[src/dual_comparator_pkg.sv]
// Shared constants, types and carriers of the dual comparator control block
package dual_comparator_pkg;

	// ----------------------------------------------------------------
	// Register map (byte addresses)
	// ----------------------------------------------------------------
	localparam logic [7:0] ADDR_CONTROL  = 8'h00;
	localparam logic [7:0] ADDR_FLAGS    = 8'h04;
	localparam logic [7:0] ADDR_ENABLES  = 8'h08;
	localparam logic [7:0] ADDR_PRIORITY = 8'h0C;
	localparam logic [7:0] ADDR_STATUS   = 8'h10;

	// ----------------------------------------------------------------
	// Field positions
	// ----------------------------------------------------------------
	localparam int CMP2_RESULT_BIT   = 7;
	localparam int CMP1_RESULT_BIT   = 6;
	localparam int CMP2_POLARITY_BIT = 5;
	localparam int CMP1_POLARITY_BIT = 4;
	localparam int INV_SELECT_BIT    = 3;
	localparam int CONFIG_MSB        = 2;
	localparam int CHANGE_BIT        = 6;
	localparam int SETTLING_BIT      = 0;

	localparam logic [7:0] CONTROL_WMASK  = 8'h3F;
	localparam logic [7:0] CONTROL_RESET  = 8'h00;
	localparam logic [7:0] FLAGS_RESET    = 8'h00;
	localparam logic [7:0] ENABLES_RESET  = 8'h00;
	localparam logic [7:0] PRIORITY_RESET = 8'h00;

	localparam logic [1:0] RESP_OKAY   = 2'h0;
	localparam logic [1:0] RESP_SLVERR = 2'h2;

	// ----------------------------------------------------------------
	// Operating configurations
	// ----------------------------------------------------------------
	localparam logic [2:0] CFG_RESET       = 3'h0;
	localparam logic [2:0] CFG_ONE_INDEP   = 3'h1;
	localparam logic [2:0] CFG_TWO_INDEP   = 3'h2;
	localparam logic [2:0] CFG_COMMON_REF  = 3'h3;
	localparam logic [2:0] CFG_COMMON_OUT  = 3'h4;
	localparam logic [2:0] CFG_INDEP_OUT   = 3'h5;
	localparam logic [2:0] CFG_MUX_VREF    = 3'h6;
	localparam logic [2:0] CFG_OFF         = 3'h7;

	// ----------------------------------------------------------------
	// Timing
	// ----------------------------------------------------------------
	localparam int CLK_PERIOD_NS       = 50;
	localparam int MODE_CHANGE_DELAY_NS = 10000;
	localparam int MODE_CHANGE_CYCLES  =
		(MODE_CHANGE_DELAY_NS + CLK_PERIOD_NS - 1) / CLK_PERIOD_NS;

	// ----------------------------------------------------------------
	// Analog routing carrier
	// ----------------------------------------------------------------
	typedef enum logic [2:0] {
		SRC_NONE, SRC_PIN1, SRC_PIN2, SRC_PIN3, SRC_PIN4, SRC_PIN5, SRC_PIN6, SRC_VREF
	} input_src_t;

	typedef struct packed {
		logic       [1:0] power_on;
		input_src_t       cmp1_pos;
		input_src_t       cmp1_neg;
		input_src_t       cmp2_pos;
		input_src_t       cmp2_neg;
		logic       [1:0] out_to_pin;
		logic       [6:1] analog_pin;
	} analog_route_t;

endpackage : dual_comparator_pkg

[src/dual_comparator_control.sv]
// Dual comparator control, status and change interrupt with AXI4-Lite registers
//
// Decided for this implementation: the AXI4-Lite slave port and the address map.
`timescale 1ns/100ps

module dual_comparator_control
	import dual_comparator_pkg::*;
#(
	parameter int MODE_DELAY_CYCLES = MODE_CHANGE_CYCLES
) (
	input  wire logic          aclk,
	input  wire logic          aresetn,
	input  wire logic [7:0]    s_axi_awaddr,
	input  wire logic          s_axi_awvalid,
	output logic               s_axi_awready,
	input  wire logic [31:0]   s_axi_wdata,
	input  wire logic [3:0]    s_axi_wstrb,
	input  wire logic          s_axi_wvalid,
	output logic               s_axi_wready,
	output logic [1:0]         s_axi_bresp,
	output logic               s_axi_bvalid,
	input  wire logic          s_axi_bready,
	input  wire logic [7:0]    s_axi_araddr,
	input  wire logic          s_axi_arvalid,
	output logic               s_axi_arready,
	output logic [31:0]        s_axi_rdata,
	output logic [1:0]         s_axi_rresp,
	output logic               s_axi_rvalid,
	input  wire logic          s_axi_rready,
	input  wire logic [1:0]    cmp_raw,
	input  wire logic [7:0]    port_f_direction,
	output analog_route_t      route,
	output logic [1:0]         cmp_pin_out,
	output logic [1:0]         cmp_pin_oe,
	output logic               irq
);

	// ----------------------------------------------------------------
	// Registers and state
	// ----------------------------------------------------------------
	logic [5:0]    control_reg;
	logic [1:0]    result_reg;
	logic [1:0]    snapshot_reg;
	logic          change_flag_reg;
	logic          change_enable_reg;
	logic          change_priority_reg;
	logic [15:0]   settle_cnt_reg;
	logic [1:0]    sync1_reg;
	logic [1:0]    sync2_reg;
	logic [1:0]    sync3_reg;
	logic [1:0]    level_reg;
	analog_route_t route_next;
	logic [1:0]    pin_out_next;

	logic          wr_fire;
	logic          rd_fire;
	logic          control_access;
	logic          flag_clear;
	logic [7:0]    wr_byte;
	logic [31:0]   rdata_next;
	logic          rd_mapped;
	logic          wr_mapped;

	logic [2:0]    cfg;
	logic          inv_select;
	logic [1:0]    polarity;

	assign cfg        = control_reg[CONFIG_MSB:0];
	assign inv_select = control_reg[INV_SELECT_BIT];
	assign polarity   = {control_reg[CMP2_POLARITY_BIT], control_reg[CMP1_POLARITY_BIT]};

	// ----------------------------------------------------------------
	// AXI4-Lite write channel
	// ----------------------------------------------------------------
	// Address and data are accepted together once both are offered.
	assign wr_fire = s_axi_awvalid && s_axi_awready;
	assign wr_byte = s_axi_wdata[7:0];

	always_comb begin
		case (s_axi_awaddr)
			ADDR_CONTROL, ADDR_FLAGS, ADDR_ENABLES, ADDR_PRIORITY, ADDR_STATUS: wr_mapped = 1'b1;
			default: wr_mapped = 1'b0;
		endcase
	end

	always_ff @(posedge aclk) begin
		if (!aresetn) begin
			s_axi_awready <= 1'b0;
			s_axi_wready  <= 1'b0;
		end else if (s_axi_awvalid && s_axi_wvalid && !s_axi_awready && !s_axi_bvalid) begin
			s_axi_awready <= 1'b1;
			s_axi_wready  <= 1'b1;
		end else begin
			s_axi_awready <= 1'b0;
			s_axi_wready  <= 1'b0;
		end
	end

	always_ff @(posedge aclk) begin
		if (!aresetn) begin
			s_axi_bvalid <= 1'b0;
			s_axi_bresp  <= RESP_OKAY;
		end else if (wr_fire) begin
			s_axi_bvalid <= 1'b1;
			s_axi_bresp  <= wr_mapped ? RESP_OKAY : RESP_SLVERR;
		end else if (s_axi_bready) begin
			s_axi_bvalid <= 1'b0;
		end
	end

	// ----------------------------------------------------------------
	// AXI4-Lite read channel
	// ----------------------------------------------------------------
	assign rd_fire = s_axi_arvalid && s_axi_arready;

	always_comb begin
		rdata_next = 32'h0000_0000;
		rd_mapped  = 1'b1;
		case (s_axi_araddr)
			ADDR_CONTROL:  rdata_next[7:0] = {result_reg, control_reg};
			ADDR_FLAGS:    rdata_next[CHANGE_BIT] = change_flag_reg;
			ADDR_ENABLES:  rdata_next[CHANGE_BIT] = change_enable_reg;
			ADDR_PRIORITY: rdata_next[CHANGE_BIT] = change_priority_reg;
			ADDR_STATUS:   rdata_next[SETTLING_BIT] = (settle_cnt_reg != 16'h0000);
			default:       rd_mapped = 1'b0;
		endcase
	end

	always_ff @(posedge aclk) begin
		if (!aresetn) begin
			s_axi_arready <= 1'b0;
		end else begin
			s_axi_arready <= s_axi_arvalid && !s_axi_arready && !s_axi_rvalid;
		end
	end

	always_ff @(posedge aclk) begin
		if (!aresetn) begin
			s_axi_rvalid <= 1'b0;
			s_axi_rdata  <= 32'h0000_0000;
			s_axi_rresp  <= RESP_OKAY;
		end else if (rd_fire) begin
			s_axi_rvalid <= 1'b1;
			s_axi_rdata  <= rdata_next;
			s_axi_rresp  <= rd_mapped ? RESP_OKAY : RESP_SLVERR;
		end else if (s_axi_rready) begin
			s_axi_rvalid <= 1'b0;
		end
	end

	// Either kind of access to the control register re-arms change detection
	assign control_access = (rd_fire && s_axi_araddr == ADDR_CONTROL)
		|| (wr_fire && s_axi_awaddr == ADDR_CONTROL);

	// ----------------------------------------------------------------
	// Control register
	// ----------------------------------------------------------------
	always_ff @(posedge aclk) begin
		if (!aresetn) begin
			control_reg <= CONTROL_RESET[5:0];
		end else if (wr_fire && s_axi_awaddr == ADDR_CONTROL && s_axi_wstrb[0]) begin
			control_reg <= wr_byte[5:0] & CONTROL_WMASK[5:0];
		end
	end

	// Mode-change delay: results are not trusted until it runs out
	always_ff @(posedge aclk) begin
		if (!aresetn) begin
			settle_cnt_reg <= 16'h0000;
		end else if (wr_fire && s_axi_awaddr == ADDR_CONTROL && s_axi_wstrb[0]
			&& wr_byte[CONFIG_MSB:0] != cfg) begin
			settle_cnt_reg <= 16'(MODE_DELAY_CYCLES);
		end else if (settle_cnt_reg != 16'h0000) begin
			settle_cnt_reg <= settle_cnt_reg - 16'h0001;
		end
	end

	// ----------------------------------------------------------------
	// Result synchronisers
	// ----------------------------------------------------------------
	// Raw comparator levels are asynchronous; a change counts only once
	// the second and third stages agree, which also rejects one-cycle glitches.
	genvar g;
	generate
		for (g = 0; g < 2; g++) begin : g_cmp
			always_ff @(posedge aclk) begin
				if (!aresetn) begin
					sync1_reg[g] <= 1'b0;
					sync2_reg[g] <= 1'b0;
					sync3_reg[g] <= 1'b0;
					level_reg[g] <= 1'b0;
				end else begin
					sync1_reg[g] <= cmp_raw[g] && route_next.power_on[g];
					sync2_reg[g] <= sync1_reg[g];
					sync3_reg[g] <= sync2_reg[g];
					if (sync2_reg[g] == sync3_reg[g]) begin
						level_reg[g] <= sync3_reg[g];
					end
				end
			end

			always_comb begin
				pin_out_next[g] = level_reg[g] ^ polarity[g];
			end
		end
	endgenerate

	always_ff @(posedge aclk) begin
		if (!aresetn) begin
			result_reg <= 2'h0;
		end else begin
			result_reg <= level_reg ^ polarity;
		end
	end

	// ----------------------------------------------------------------
	// Change detection and interrupt
	// ----------------------------------------------------------------
	always_ff @(posedge aclk) begin
		if (!aresetn) begin
			snapshot_reg <= 2'h0;
		end else if (control_access) begin
			snapshot_reg <= result_reg;
		end
	end

	assign flag_clear = wr_fire && s_axi_awaddr == ADDR_FLAGS && s_axi_wstrb[0]
		&& wr_byte[CHANGE_BIT];

	// A pending mismatch outranks a clear, so no change is ever lost
	always_ff @(posedge aclk) begin
		if (!aresetn) begin
			change_flag_reg <= FLAGS_RESET[CHANGE_BIT];
		end else if (result_reg != snapshot_reg) begin
			change_flag_reg <= 1'b1;
		end else if (flag_clear) begin
			change_flag_reg <= 1'b0;
		end
	end

	always_ff @(posedge aclk) begin
		if (!aresetn) begin
			change_enable_reg <= ENABLES_RESET[CHANGE_BIT];
		end else if (wr_fire && s_axi_awaddr == ADDR_ENABLES && s_axi_wstrb[0]) begin
			change_enable_reg <= wr_byte[CHANGE_BIT];
		end
	end

	always_ff @(posedge aclk) begin
		if (!aresetn) begin
			change_priority_reg <= PRIORITY_RESET[CHANGE_BIT];
		end else if (wr_fire && s_axi_awaddr == ADDR_PRIORITY && s_axi_wstrb[0]) begin
			change_priority_reg <= wr_byte[CHANGE_BIT];
		end
	end

	// Flag sets regardless of enable; only the output is gated
	always_ff @(posedge aclk) begin
		if (!aresetn) begin
			irq <= 1'b0;
		end else begin
			irq <= change_flag_reg && change_enable_reg;
		end
	end

	// ----------------------------------------------------------------
	// Configuration decode
	// ----------------------------------------------------------------
	always_comb begin
		route_next            = '0;
		route_next.cmp1_pos   = SRC_NONE;
		route_next.cmp1_neg   = SRC_NONE;
		route_next.cmp2_pos   = SRC_NONE;
		route_next.cmp2_neg   = SRC_NONE;
		case (cfg)
			CFG_RESET: begin
				route_next.analog_pin = 6'h3F;
			end
			CFG_ONE_INDEP: begin
				route_next.power_on   = 2'h1;
				route_next.cmp1_neg   = SRC_PIN6;
				route_next.cmp1_pos   = SRC_PIN5;
				route_next.analog_pin = 6'h30;
			end
			CFG_TWO_INDEP, CFG_INDEP_OUT: begin
				route_next.power_on   = 2'h3;
				route_next.cmp1_neg   = SRC_PIN6;
				route_next.cmp1_pos   = SRC_PIN5;
				route_next.cmp2_neg   = SRC_PIN4;
				route_next.cmp2_pos   = SRC_PIN3;
				route_next.analog_pin = 6'h3C;
				route_next.out_to_pin = (cfg == CFG_INDEP_OUT) ? 2'h3 : 2'h0;
			end
			CFG_COMMON_REF, CFG_COMMON_OUT: begin
				route_next.power_on   = 2'h3;
				route_next.cmp1_neg   = SRC_PIN6;
				route_next.cmp1_pos   = SRC_PIN5;
				route_next.cmp2_neg   = SRC_PIN4;
				route_next.cmp2_pos   = SRC_PIN5;
				route_next.analog_pin = 6'h38;
				route_next.out_to_pin = (cfg == CFG_COMMON_OUT) ? 2'h3 : 2'h0;
			end
			CFG_MUX_VREF: begin
				route_next.power_on   = 2'h3;
				route_next.cmp1_pos   = SRC_VREF;
				route_next.cmp2_pos   = SRC_VREF;
				route_next.cmp1_neg   = inv_select ? SRC_PIN5 : SRC_PIN6;
				route_next.cmp2_neg   = inv_select ? SRC_PIN3 : SRC_PIN4;
				route_next.analog_pin = 6'h3C;
			end
			CFG_OFF: begin
				route_next.power_on   = 2'h0;
			end
			default: begin
				route_next.power_on   = 2'h0;
			end
		endcase
	end

	// ----------------------------------------------------------------
	// Analog routing and output pins
	// ----------------------------------------------------------------
	always_ff @(posedge aclk) begin
		if (!aresetn) begin
			route <= '{power_on: 2'h0, cmp1_pos: SRC_NONE, cmp1_neg: SRC_NONE,
				cmp2_pos: SRC_NONE, cmp2_neg: SRC_NONE, out_to_pin: 2'h0,
				analog_pin: 6'h3F};
		end else begin
			route <= route_next;
		end
	end

	// Pin 1 carries comparator 1, pin 2 comparator 2; direction bit still gates drive
	always_ff @(posedge aclk) begin
		if (!aresetn) begin
			cmp_pin_out <= 2'h0;
			cmp_pin_oe  <= 2'h0;
		end else begin
			cmp_pin_out <= pin_out_next;
			cmp_pin_oe  <= route_next.out_to_pin & ~port_f_direction[2:1];
		end
	end

endmodule : dual_comparator_control

[config.mk]
export PLATFORM = sky130hd
export DESIGN_NAME = dual_comparator_control
export DESIGN_NICKNAME = d
export VERILOG_FILES = /design/src/dual_comparator_pkg.sv /design/src/dual_comparator_control.sv
export SDC_FILE = /design/constraint.sdc
export NUM_CORES = 1
export LEC_CHECK = 0
export BUFFER_PORTS_ARGS = -buffer_cell sky130_fd_sc_hd__buf_4
export CELL_PAD_IN_SITES_DETAIL_PLACEMENT = 2
export CELL_PAD_IN_SITES_GLOBAL_PLACEMENT = 2
export CORE_UTILIZATION = 26
export DETAILED_ROUTE_END_ITERATION = 10
export PLACE_DENSITY_LB_ADDON = 0.1
export RECOVER_POWER = 100
export SLEW_MARGIN = 20
export SYNTH_ARGS = -nofsm -noshare
export SYNTH_HDL_FRONTEND = slang
export SYNTH_SLANG_ARGS = --single-unit
[constraint.sdc]
create_clock -name aclk -period 2.2 [get_ports aclk]
set_clock_uncertainty 0.05 [all_clocks]
set_input_delay 0.22 -clock aclk [delete_from_list [all_inputs] [get_ports aclk]]
set_output_delay 0.22 -clock aclk [all_outputs]
set_load 0.03 [all_outputs]
After elaboration in Yosys (flattened, before gate mapping)
Index checks and enable logic that the tools add are counted.
- reductions and logical operators: 42
- bitwise logic cells: 6
- equality and inequality tests: 18
- add/subtract/negate cells: 1
- muxes and demuxes: 26
- operators by type and width (cell ; count):
    8-bit by 4-bit equality test with 1-bit output, second input constant ; 4
    6-bit case mux with 4 select lines ; 1
    1-bit logical AND ; 21
    5-bit OR reduction ; 4
    6-bit case mux with 3 select lines ; 1
    8-bit by 3-bit equality test with 1-bit output, second input constant ; 2
    8-bit by 5-bit equality test with 1-bit output, second input constant ; 2
    8-bit zero test ; 2
    8-bit two-way mux ; 2
    16-bit nonzero test ; 1
    16-bit by 1-bit subtractor with 16-bit output, second input constant ; 1
    6-bit case mux with 2 select lines ; 1
    1-bit two-way mux ; 10
    2-bit two-way mux ; 5
    3-bit equality test, second input constant ; 3
    2-bit case mux with 2 select lines ; 2
    2-bit nonzero test ; 4
    3-bit by 2-bit equality test with 1-bit output, second input constant ; 2
    2-bit OR reduction ; 3
    5-bit two-way mux ; 1
    1-bit zero test ; 4
    1-bit case mux with 4 select lines ; 1
    3-bit by 1-bit equality test with 1-bit output, second input constant ; 1
    3-bit zero test ; 1
    12 further kinds ; 14
- bits of input ports: 69
- bits in registers: 80
- output and inout bits: 68
- logic and storage cells: 126

Longest topological paths before layout
Gate-level depths: netlist of run 1.
- depth after elaboration: 6
- gate-level depth with buffers: 6
- gate-level depth less buffers: 6

Worst setup path after synthesis of run 1
Ideal clock, no wire load.
- kind: register -> register
- start: register settle_cnt_reg[0]
- end: register settle_cnt_reg[5]
- data required time: 2.080 ns
- library setup time: 0.070 ns
- arrival: 1.663 ns
- stages on the path, launching flop included: 7
- buffers on the path: 0
- clock period less this slack: 1.783 ns
- setup slack: 0.417 ns
- path through: dfxtp_1 inv_1 ha_1 nor3b_1 and4_2 or4_1 a21oi_1
- longest elaborated chain between the ends: 1
- RTL lines (item ; line ; text):
    from (decl) ; dual_comparator_control.sv:47 ; logic [15:0] settle_cnt_reg;
    from (signal assigned) ; dual_comparator_control.sv:172 ; settle_cnt_reg <= 16'(MODE_DELAY_CYCLES);
    from (signal assigned) ; dual_comparator_control.sv:174 ; settle_cnt_reg <= settle_cnt_reg - 16'h0001;
    16-bit by 1-bit subtractor with 16-bit output / 16-bit nonzero test (equally long branches) ; dual_comparator_control.sv:174, dual_comparator_control.sv:173 ;
Parallel ways exist; a longest one is shown, timed or not.
A chain may end at the register's enable or synchronous reset.

Worst setup path after layout of run 1
- start: register settle_cnt_reg[0]
- end: register s_axi_rdata[0]
- longest elaborated chain between the ends: 2
- RTL lines (item ; line ; text):
    16-bit nonzero test ; dual_comparator_control.sv:124 ; ADDR_STATUS: rdata_next[SETTLING_BIT] = (settle_cnt_reg != 16'h0000);
    1-bit case mux with 2 select lines ; dual_comparator_control.sv:119 ; case (s_axi_araddr)
    to (signal assigned) ; dual_comparator_control.sv:144 ; s_axi_rdata <= rdata_next;
    to (decl) ; dual_comparator_control.sv:26 ; output logic [31:0] s_axi_rdata,
No other way between the ends.

==> reports/results.ini, run 1 <==
[outcome]
status=complete, no violations

[placed_design]
gp_congestion=0.716
portBuffers=76
hpwlAfterDp_um=6410
preCtsSetupSlack_ns=0.273

[timing]
fmax_mhz=509
setup_slack_ns=0.236
period_needed_ns=1.96
slew_headroom_pct=17.3
rsz0062_at_grt=no
drv_slew=0
finalHoldViolCount=0
setup_violations=0
tns_ns=0
fin_crit_sh_pct=89.3
tightestPinTransition_ns=1.24

[power_and_ir_drop]
vdd_ir_drop_max_uv=457
combPwrFrac_pct=30.0
p_sw_mw=1.52
switching_share_pct=33.2
p_clk_share_pct=35.8
p_seq_share_pct=34.1
leakagePower_nw=1.52
p_int_mw=3.06
powerDensity_nw_per_um2=1210

[setup_path]
crit_fanout=5
required_ns=2.29
cp_num_buf_inv=1
startpoint_type=flop
cp_slowest_stage_delay_ns=0.40
critPathSlowestCell=nor3b_1
critical_path_class=flop to flop
critPathTopFamily=simple AND/OR/NAND/NOR gates
path_cells=inv_1 -> ha_1 -> nor3b_1 -> and4_2 -> a2bb2oi_1 -> a21oi_1
crit_path_end_kind=flop
worstPathArrival_ns=2.06

[layout]
largest_register_ffs=16
multi_input_area_um2=1370
final_util_pct=34.4
fin_nets=486
n_fill_cell=1283
drive_gt1_share_pct=16.2
diodes=0
regArea_um2=1380
syn2layout_area_growth_pct=26.4

[cts]
clock_sink_count=69
numCtsBuffers=9
clock_path_buffers=2
clk_latency_ns=0.32
clkTransAtPathRegs_ns=0.06
htreeDepth=3
root_buffer=clkbuf_16
post_cts_buffers=0
cts_tree=yes

[grt]
antenna_found_initial=0
grt_usage_pct=15.6
use_met1_pct=18.5
grt.busiest_layer=met2
grt_max_degree=27
grt_pass1_wl_um=14300
grt_use_met3_pct=3.32
use_met2_pct=27.8
grt_remaining_overflow=0
grt_pass1_vias=2861

[worst_hold_path]
holdCritPathClass=primary input to flop

[yosys]
synth_area_um2=3010
avgSynthCellArea_um2=8.90
synth_edf_count=0
synth.area.top_cells=dfxtp_1, buf_4, a21oi_1
netlist_instances=338
yosys.area.top_type=dfxtp_1
ys_warn_count=0
synthArstFlopShare_pct=0
yosysSeqAreaShare_pct=45.9
ys_types=53
ys_ff_latch=69
synth_top_area_share_pct=45.9
ys.flop_type=dfxtp_1

[die]
die_w_um=110
io_pins=137
core_area_um2=11000
rows=38
start_util_pct=27.3
dieArea_um2=12000
die_y_um=110

[detailed_routing]
wl_per_cell_um=15.7
num_vias=2650
routed_wl_um=8810
drt_iter0_markers=49
dr.pass1.iters=4
antenna_left=0
drcViolationCount=0
viasPerCell=4.73

[job]
maxCapViolCount=0

cell usage after synthesis (4+ instances only):
cell type,number
dfxtp_1,69
buf_4,34
nor2_1,29
nand2_1,28
a21oi_1,24
nand3_1,14
clkbuf_1,11
nor3_1,11
o21ai_0,10
and2_1,8
a22oi_1,7
a31oi_1,7
inv_1,7
or4_1,6
xor2_1,6
and3_1,5
mux2i_1,4
nand4_1,4
o31ai_1,4
xnor2_1,4
metal layers:
layer | wire, um | part of all wire [%] | vias up
met5 | 0 | 0 | -
met1 | 3920 | 44 | 1296
met3 | 361 | 4.1 | 7
met2 | 4450 | 51 | 61
li1 | - | - | 1286
met4 | 81 | 0.92 | 0
worst register-to-register path, stage by stage (launching register included):
cell,delay (ns)
dfxtp_1,0.33
inv_1,0.09
ha_1,0.24
nor3b_1,0.40
and4_2,0.38
a2bb2oi_1,0.21
a21oi_1,0.09
power groups by stage:
stage	combinational, mW	clock, mW	sequential (mW)
2_1_floorplan	1.01	0	1.55
3_3_place_gp	1.33	0	1.58
3_5_place_dp	1.39	0	1.59
4_1_cts	1.40	1.69	1.57
5_1_grt	1.56	1.73	1.59
6_report	1.38	1.64	1.56
final cells by class:
type                    count  share of cell area (%)
clock buffers               9                    5.93
clock inverters             6                    2.96
inverters                   7                   0.691
multi-input cells         239                    36.0
flip-flops and latches     69                    36.4
well taps                 140                    4.61
repair buffers             90                    13.4
stage by stage:
| stage | cell area (um2) | total power, mW | std cells | hold slack [ns] |
|---|---|---|---|---|
| 3_3_place_gp | 3620 | 2.91 | 543 | 0.328 |
| 2_1_floorplan | 3100 | 2.56 | 363 | 0.242 |
| 4_1_cts | 3980 | 4.66 | 560 | 0.0536 |
| 3_5_place_dp | 3620 | 2.98 | 543 | 0.330 |
| 5_1_grt | 3800 | 4.89 | 560 | 0.0685 |
| 6_report | 3800 | 4.58 | 560 | 0.0613 |
logic make-up after synthesis:
kind of cell | after synthesis | share of synthesized area (%)
buffers and inverters | 55 | 11.4
and+or+nand+nor | 131 | 23.6
other | 1 | 0.125
adders and majority gates | 1 | 0.416
AOI/OAI and AO/OA | 66 | 13.9
muxes | 5 | 1.71
DFF | 69 | 45.9
xor gates and xnor gates | 10 | 2.91
worst paths after layout:
kind / start / endpoint / slack (ns) / cells past startpoint
setup / recovery: settle_cnt_reg[0]$_SDFFE_PP0P_ / s_axi_rdata[0]$_SDFFE_PN0P_ / 0.24 / 6
setup reg to reg: settle_cnt_reg[0]$_SDFFE_PP0P_ / s_axi_rdata[0]$_SDFFE_PN0P_ / 0.24 / 6
hold reg to reg: sync1_reg[0]$_SDFF_PN0_ / sync2_reg[0]$_SDFF_PN0_ / 0.38 / 1
hold / removal: cmp_raw[0] / sync1_reg[0]$_SDFF_PN0_ / 0.06 / 2
layout by cell type, fill, tap and decap left out, drive strengths merged, types with 2 or more instances in the layout:
| cell type | instances |
|---|---|
| and2 | 8 |
| o41ai | 3 |
| xor2 | 6 |
| clkbuf | 56 |
| a31oi | 7 |
| a21oi | 25 |
| nand2 | 28 |
| a22oi | 7 |
| bufinv | 3 |
| inv | 7 |
| or3 | 3 |
| nand2b | 2 |
| mux2i | 4 |
| dlygate4sd3 | 2 |
| a211o | 2 |
| nand4 | 4 |
| a311oi | 2 |
| clkinv | 3 |
| o21ai | 11 |
| xnor2 | 4 |
| nor3 | 11 |
| nand3 | 14 |
| and3 | 6 |
| or4b | 2 |
| nand3b | 3 |
| conb | 26 |
| o31ai | 4 |
| nor2 | 29 |
| or2 | 2 |
| or4 | 7 |
| dfxtp | 69 |
| nor4 | 4 |
| nor2b | 3 |
| buf | 41 |
what timing repair did:
action / CTS / global route
setup endpoints to repair: 0 / 0
resized for setup: 0 / 0
hold buffers: 2 / 0
hold endpoints to repair: 2 / 0
Power figures use the tool's default switching activity.
==> run 2: changes to the inputs <==
Settings changed: RECOVER_POWER 100 to not set.
==> run 2 against run 1 <==
Net effect:
- utilization is 1.6 points higher
- die area stayed put
- final cell count stayed put
- setup slack worse by 0.0076 ns
- routed wire length is 0.19% higher
- non-clock buffer count stayed put
- clock power hardly changed
- via count is 0.26% lower
- global-route usage stayed put
- largest cell class unchanged
==> reports/results.ini, run 2 (synthesis results as in run 1) <==
[layout]
layout_common_cells=buf_4, dfxtp_1, nor2_1
fin_nets=486
syn2layout_area_growth_pct=32.3
stdcell_count=560
largest_register_ffs=16
drive_gt1_share_pct=27.1
mostFrequentLayoutCell=buf_4
diodes=0

[cts]
cts_tree=yes
clk_latency_ns=0.32
postCtsResizedCells=0
numCtsBuffers=9
clock_sink_count=69
root_buffer=clkbuf_16
clock_path_buffers=2
post_cts_buffers=0
clkTransAtPathRegs_ns=0.06
htreeDepth=3

[grt]
grt_usage_pct=15.6
grt_remaining_overflow=0
grt_pass1_wl_um=14300
grt_pass1_vias=2861
antenna_found_initial=0
grt_max_degree=27

[die]
rows=38
start_util_pct=27.3
core_area_um2=11000
io_pins=137
dieArea_um2=12000
die_y_um=110
die_w_um=110

[setup_path]
critical_path_class=flop to flop
worstPathArrival_ns=2.19
crit_path_end_kind=flop
startpoint_type=flop
crit_fanout=9
required_ns=2.41

[detailed_routing]
viasPerCell=4.72
antenna_left=0
num_vias=2643
routed_wl_um=8830
wl_per_cell_um=15.8
drcViolationCount=0
dr.pass1.iters=4
drt_iter0_markers=65

[timing]
rsz0062_at_grt=no
slew_headroom_pct=58.0
setup_violations=0
drv_slew=0
fmax_mhz=507
tightestPinTransition_ns=0.625
tns_ns=0
period_needed_ns=1.97
fin_crit_sh_pct=89.6
finalHoldViolCount=0

[power_and_ir_drop]
vdd_ir_drop_max_uv=472
p_seq_share_pct=34.0
p_clk_share_pct=35.7
powerDensity_nw_per_um2=1160
switching_share_pct=33.3
combPwrFrac_pct=30.3
p_int_mw=3.07
leakagePower_nw=1.71
p_sw_mw=1.53

[placed_design]
portBuffers=76
hpwlAfterDp_um=6410
gp_congestion=0.716
post-place-cells=543

[outcome]
status=complete, no violations

[worst_hold_path]
holdCritPathClass=primary input to flop

[job]
maxCapViolCount=0

-- run 2: through the flow --
stage | instance area, um2 | setup slack (ns) | hold slack (ns) | util (%) | power (mW)
after floorplan | 3100 | 0.417 | 0.242 | - | 2.56
final | 3980 | 0.228 | 0.0562 | 36.1 | 4.60
after global placement | 3620 | 0.307 | 0.328 | 32.8 | 2.91
after CTS | 3980 | 0.248 | 0.0536 | 36.1 | 4.66
after global routing | 3980 | 0.0888 | 0.0580 | 36.1 | 4.90
after detailed placement | 3620 | 0.273 | 0.330 | 32.8 | 2.98
-- run 2: per-layer routing --
| metal | global-route usage, % | share of wire (%) |
|---|---|---|
| met1 | 18.5 | 45 |
| met2 | 27.8 | 50 |
| met3 | 3.32 | 4.2 |
| met4 | 4.86 | 0.94 |
| met5 | 0 | 0 |
-- run 2: power by group through the flow --
stage                     Clock (mW)  Combinational [mW]  Sequential (mW)
final                           1.64                1.40             1.56
after global routing            1.73                1.58             1.59
after CTS                       1.69                1.40             1.57
after detailed placement           0                1.39             1.59
after global placement             0                1.33             1.58
after floorplan                    0                1.01             1.55
-- run 2: cell type report --
cell class / instances / area (um2)
Tap cell: 140 / 175
Sequential cell: 69 / 1380
Fill cell: 1251 / 7050
Inverter: 7 / 26.3
Clock buffer: 9 / 225
Multi-Input combinational cell: 239 / 1380
Timing Repair Buffer: 90 / 681
Clock inverter: 6 / 113
-- run 2: path summary, 6_finish.rpt --
kind                             startpoint                              to  slack [ns]  cells past startpoint
min                              cmp_raw[0]         sync1_reg[0]$_SDFF_PN0_        0.06                      2
max reg2reg  settle_cnt_reg[2]$_SDFFE_PP0P_  settle_cnt_reg[8]$_SDFFE_PP0P_        0.23                      4
max          settle_cnt_reg[2]$_SDFFE_PP0P_  settle_cnt_reg[8]$_SDFFE_PP0P_        0.23                      4
min reg2reg         sync1_reg[0]$_SDFF_PN0_         sync2_reg[0]$_SDFF_PN0_        0.38                      1
-- run 2: timing repair --
action	4_1_cts	5_1_grt
hold buffers	2	0
hold endpoints to repair	2	0
setup endpoints to repair	0	0
-- run 2: critical path, stage by stage (launching register included) --
cell	delay, ns
dfxtp_1	0.38
nor4_4	0.53
or4b_1	0.55
a211o_1	0.30
a21oi_2	0.10
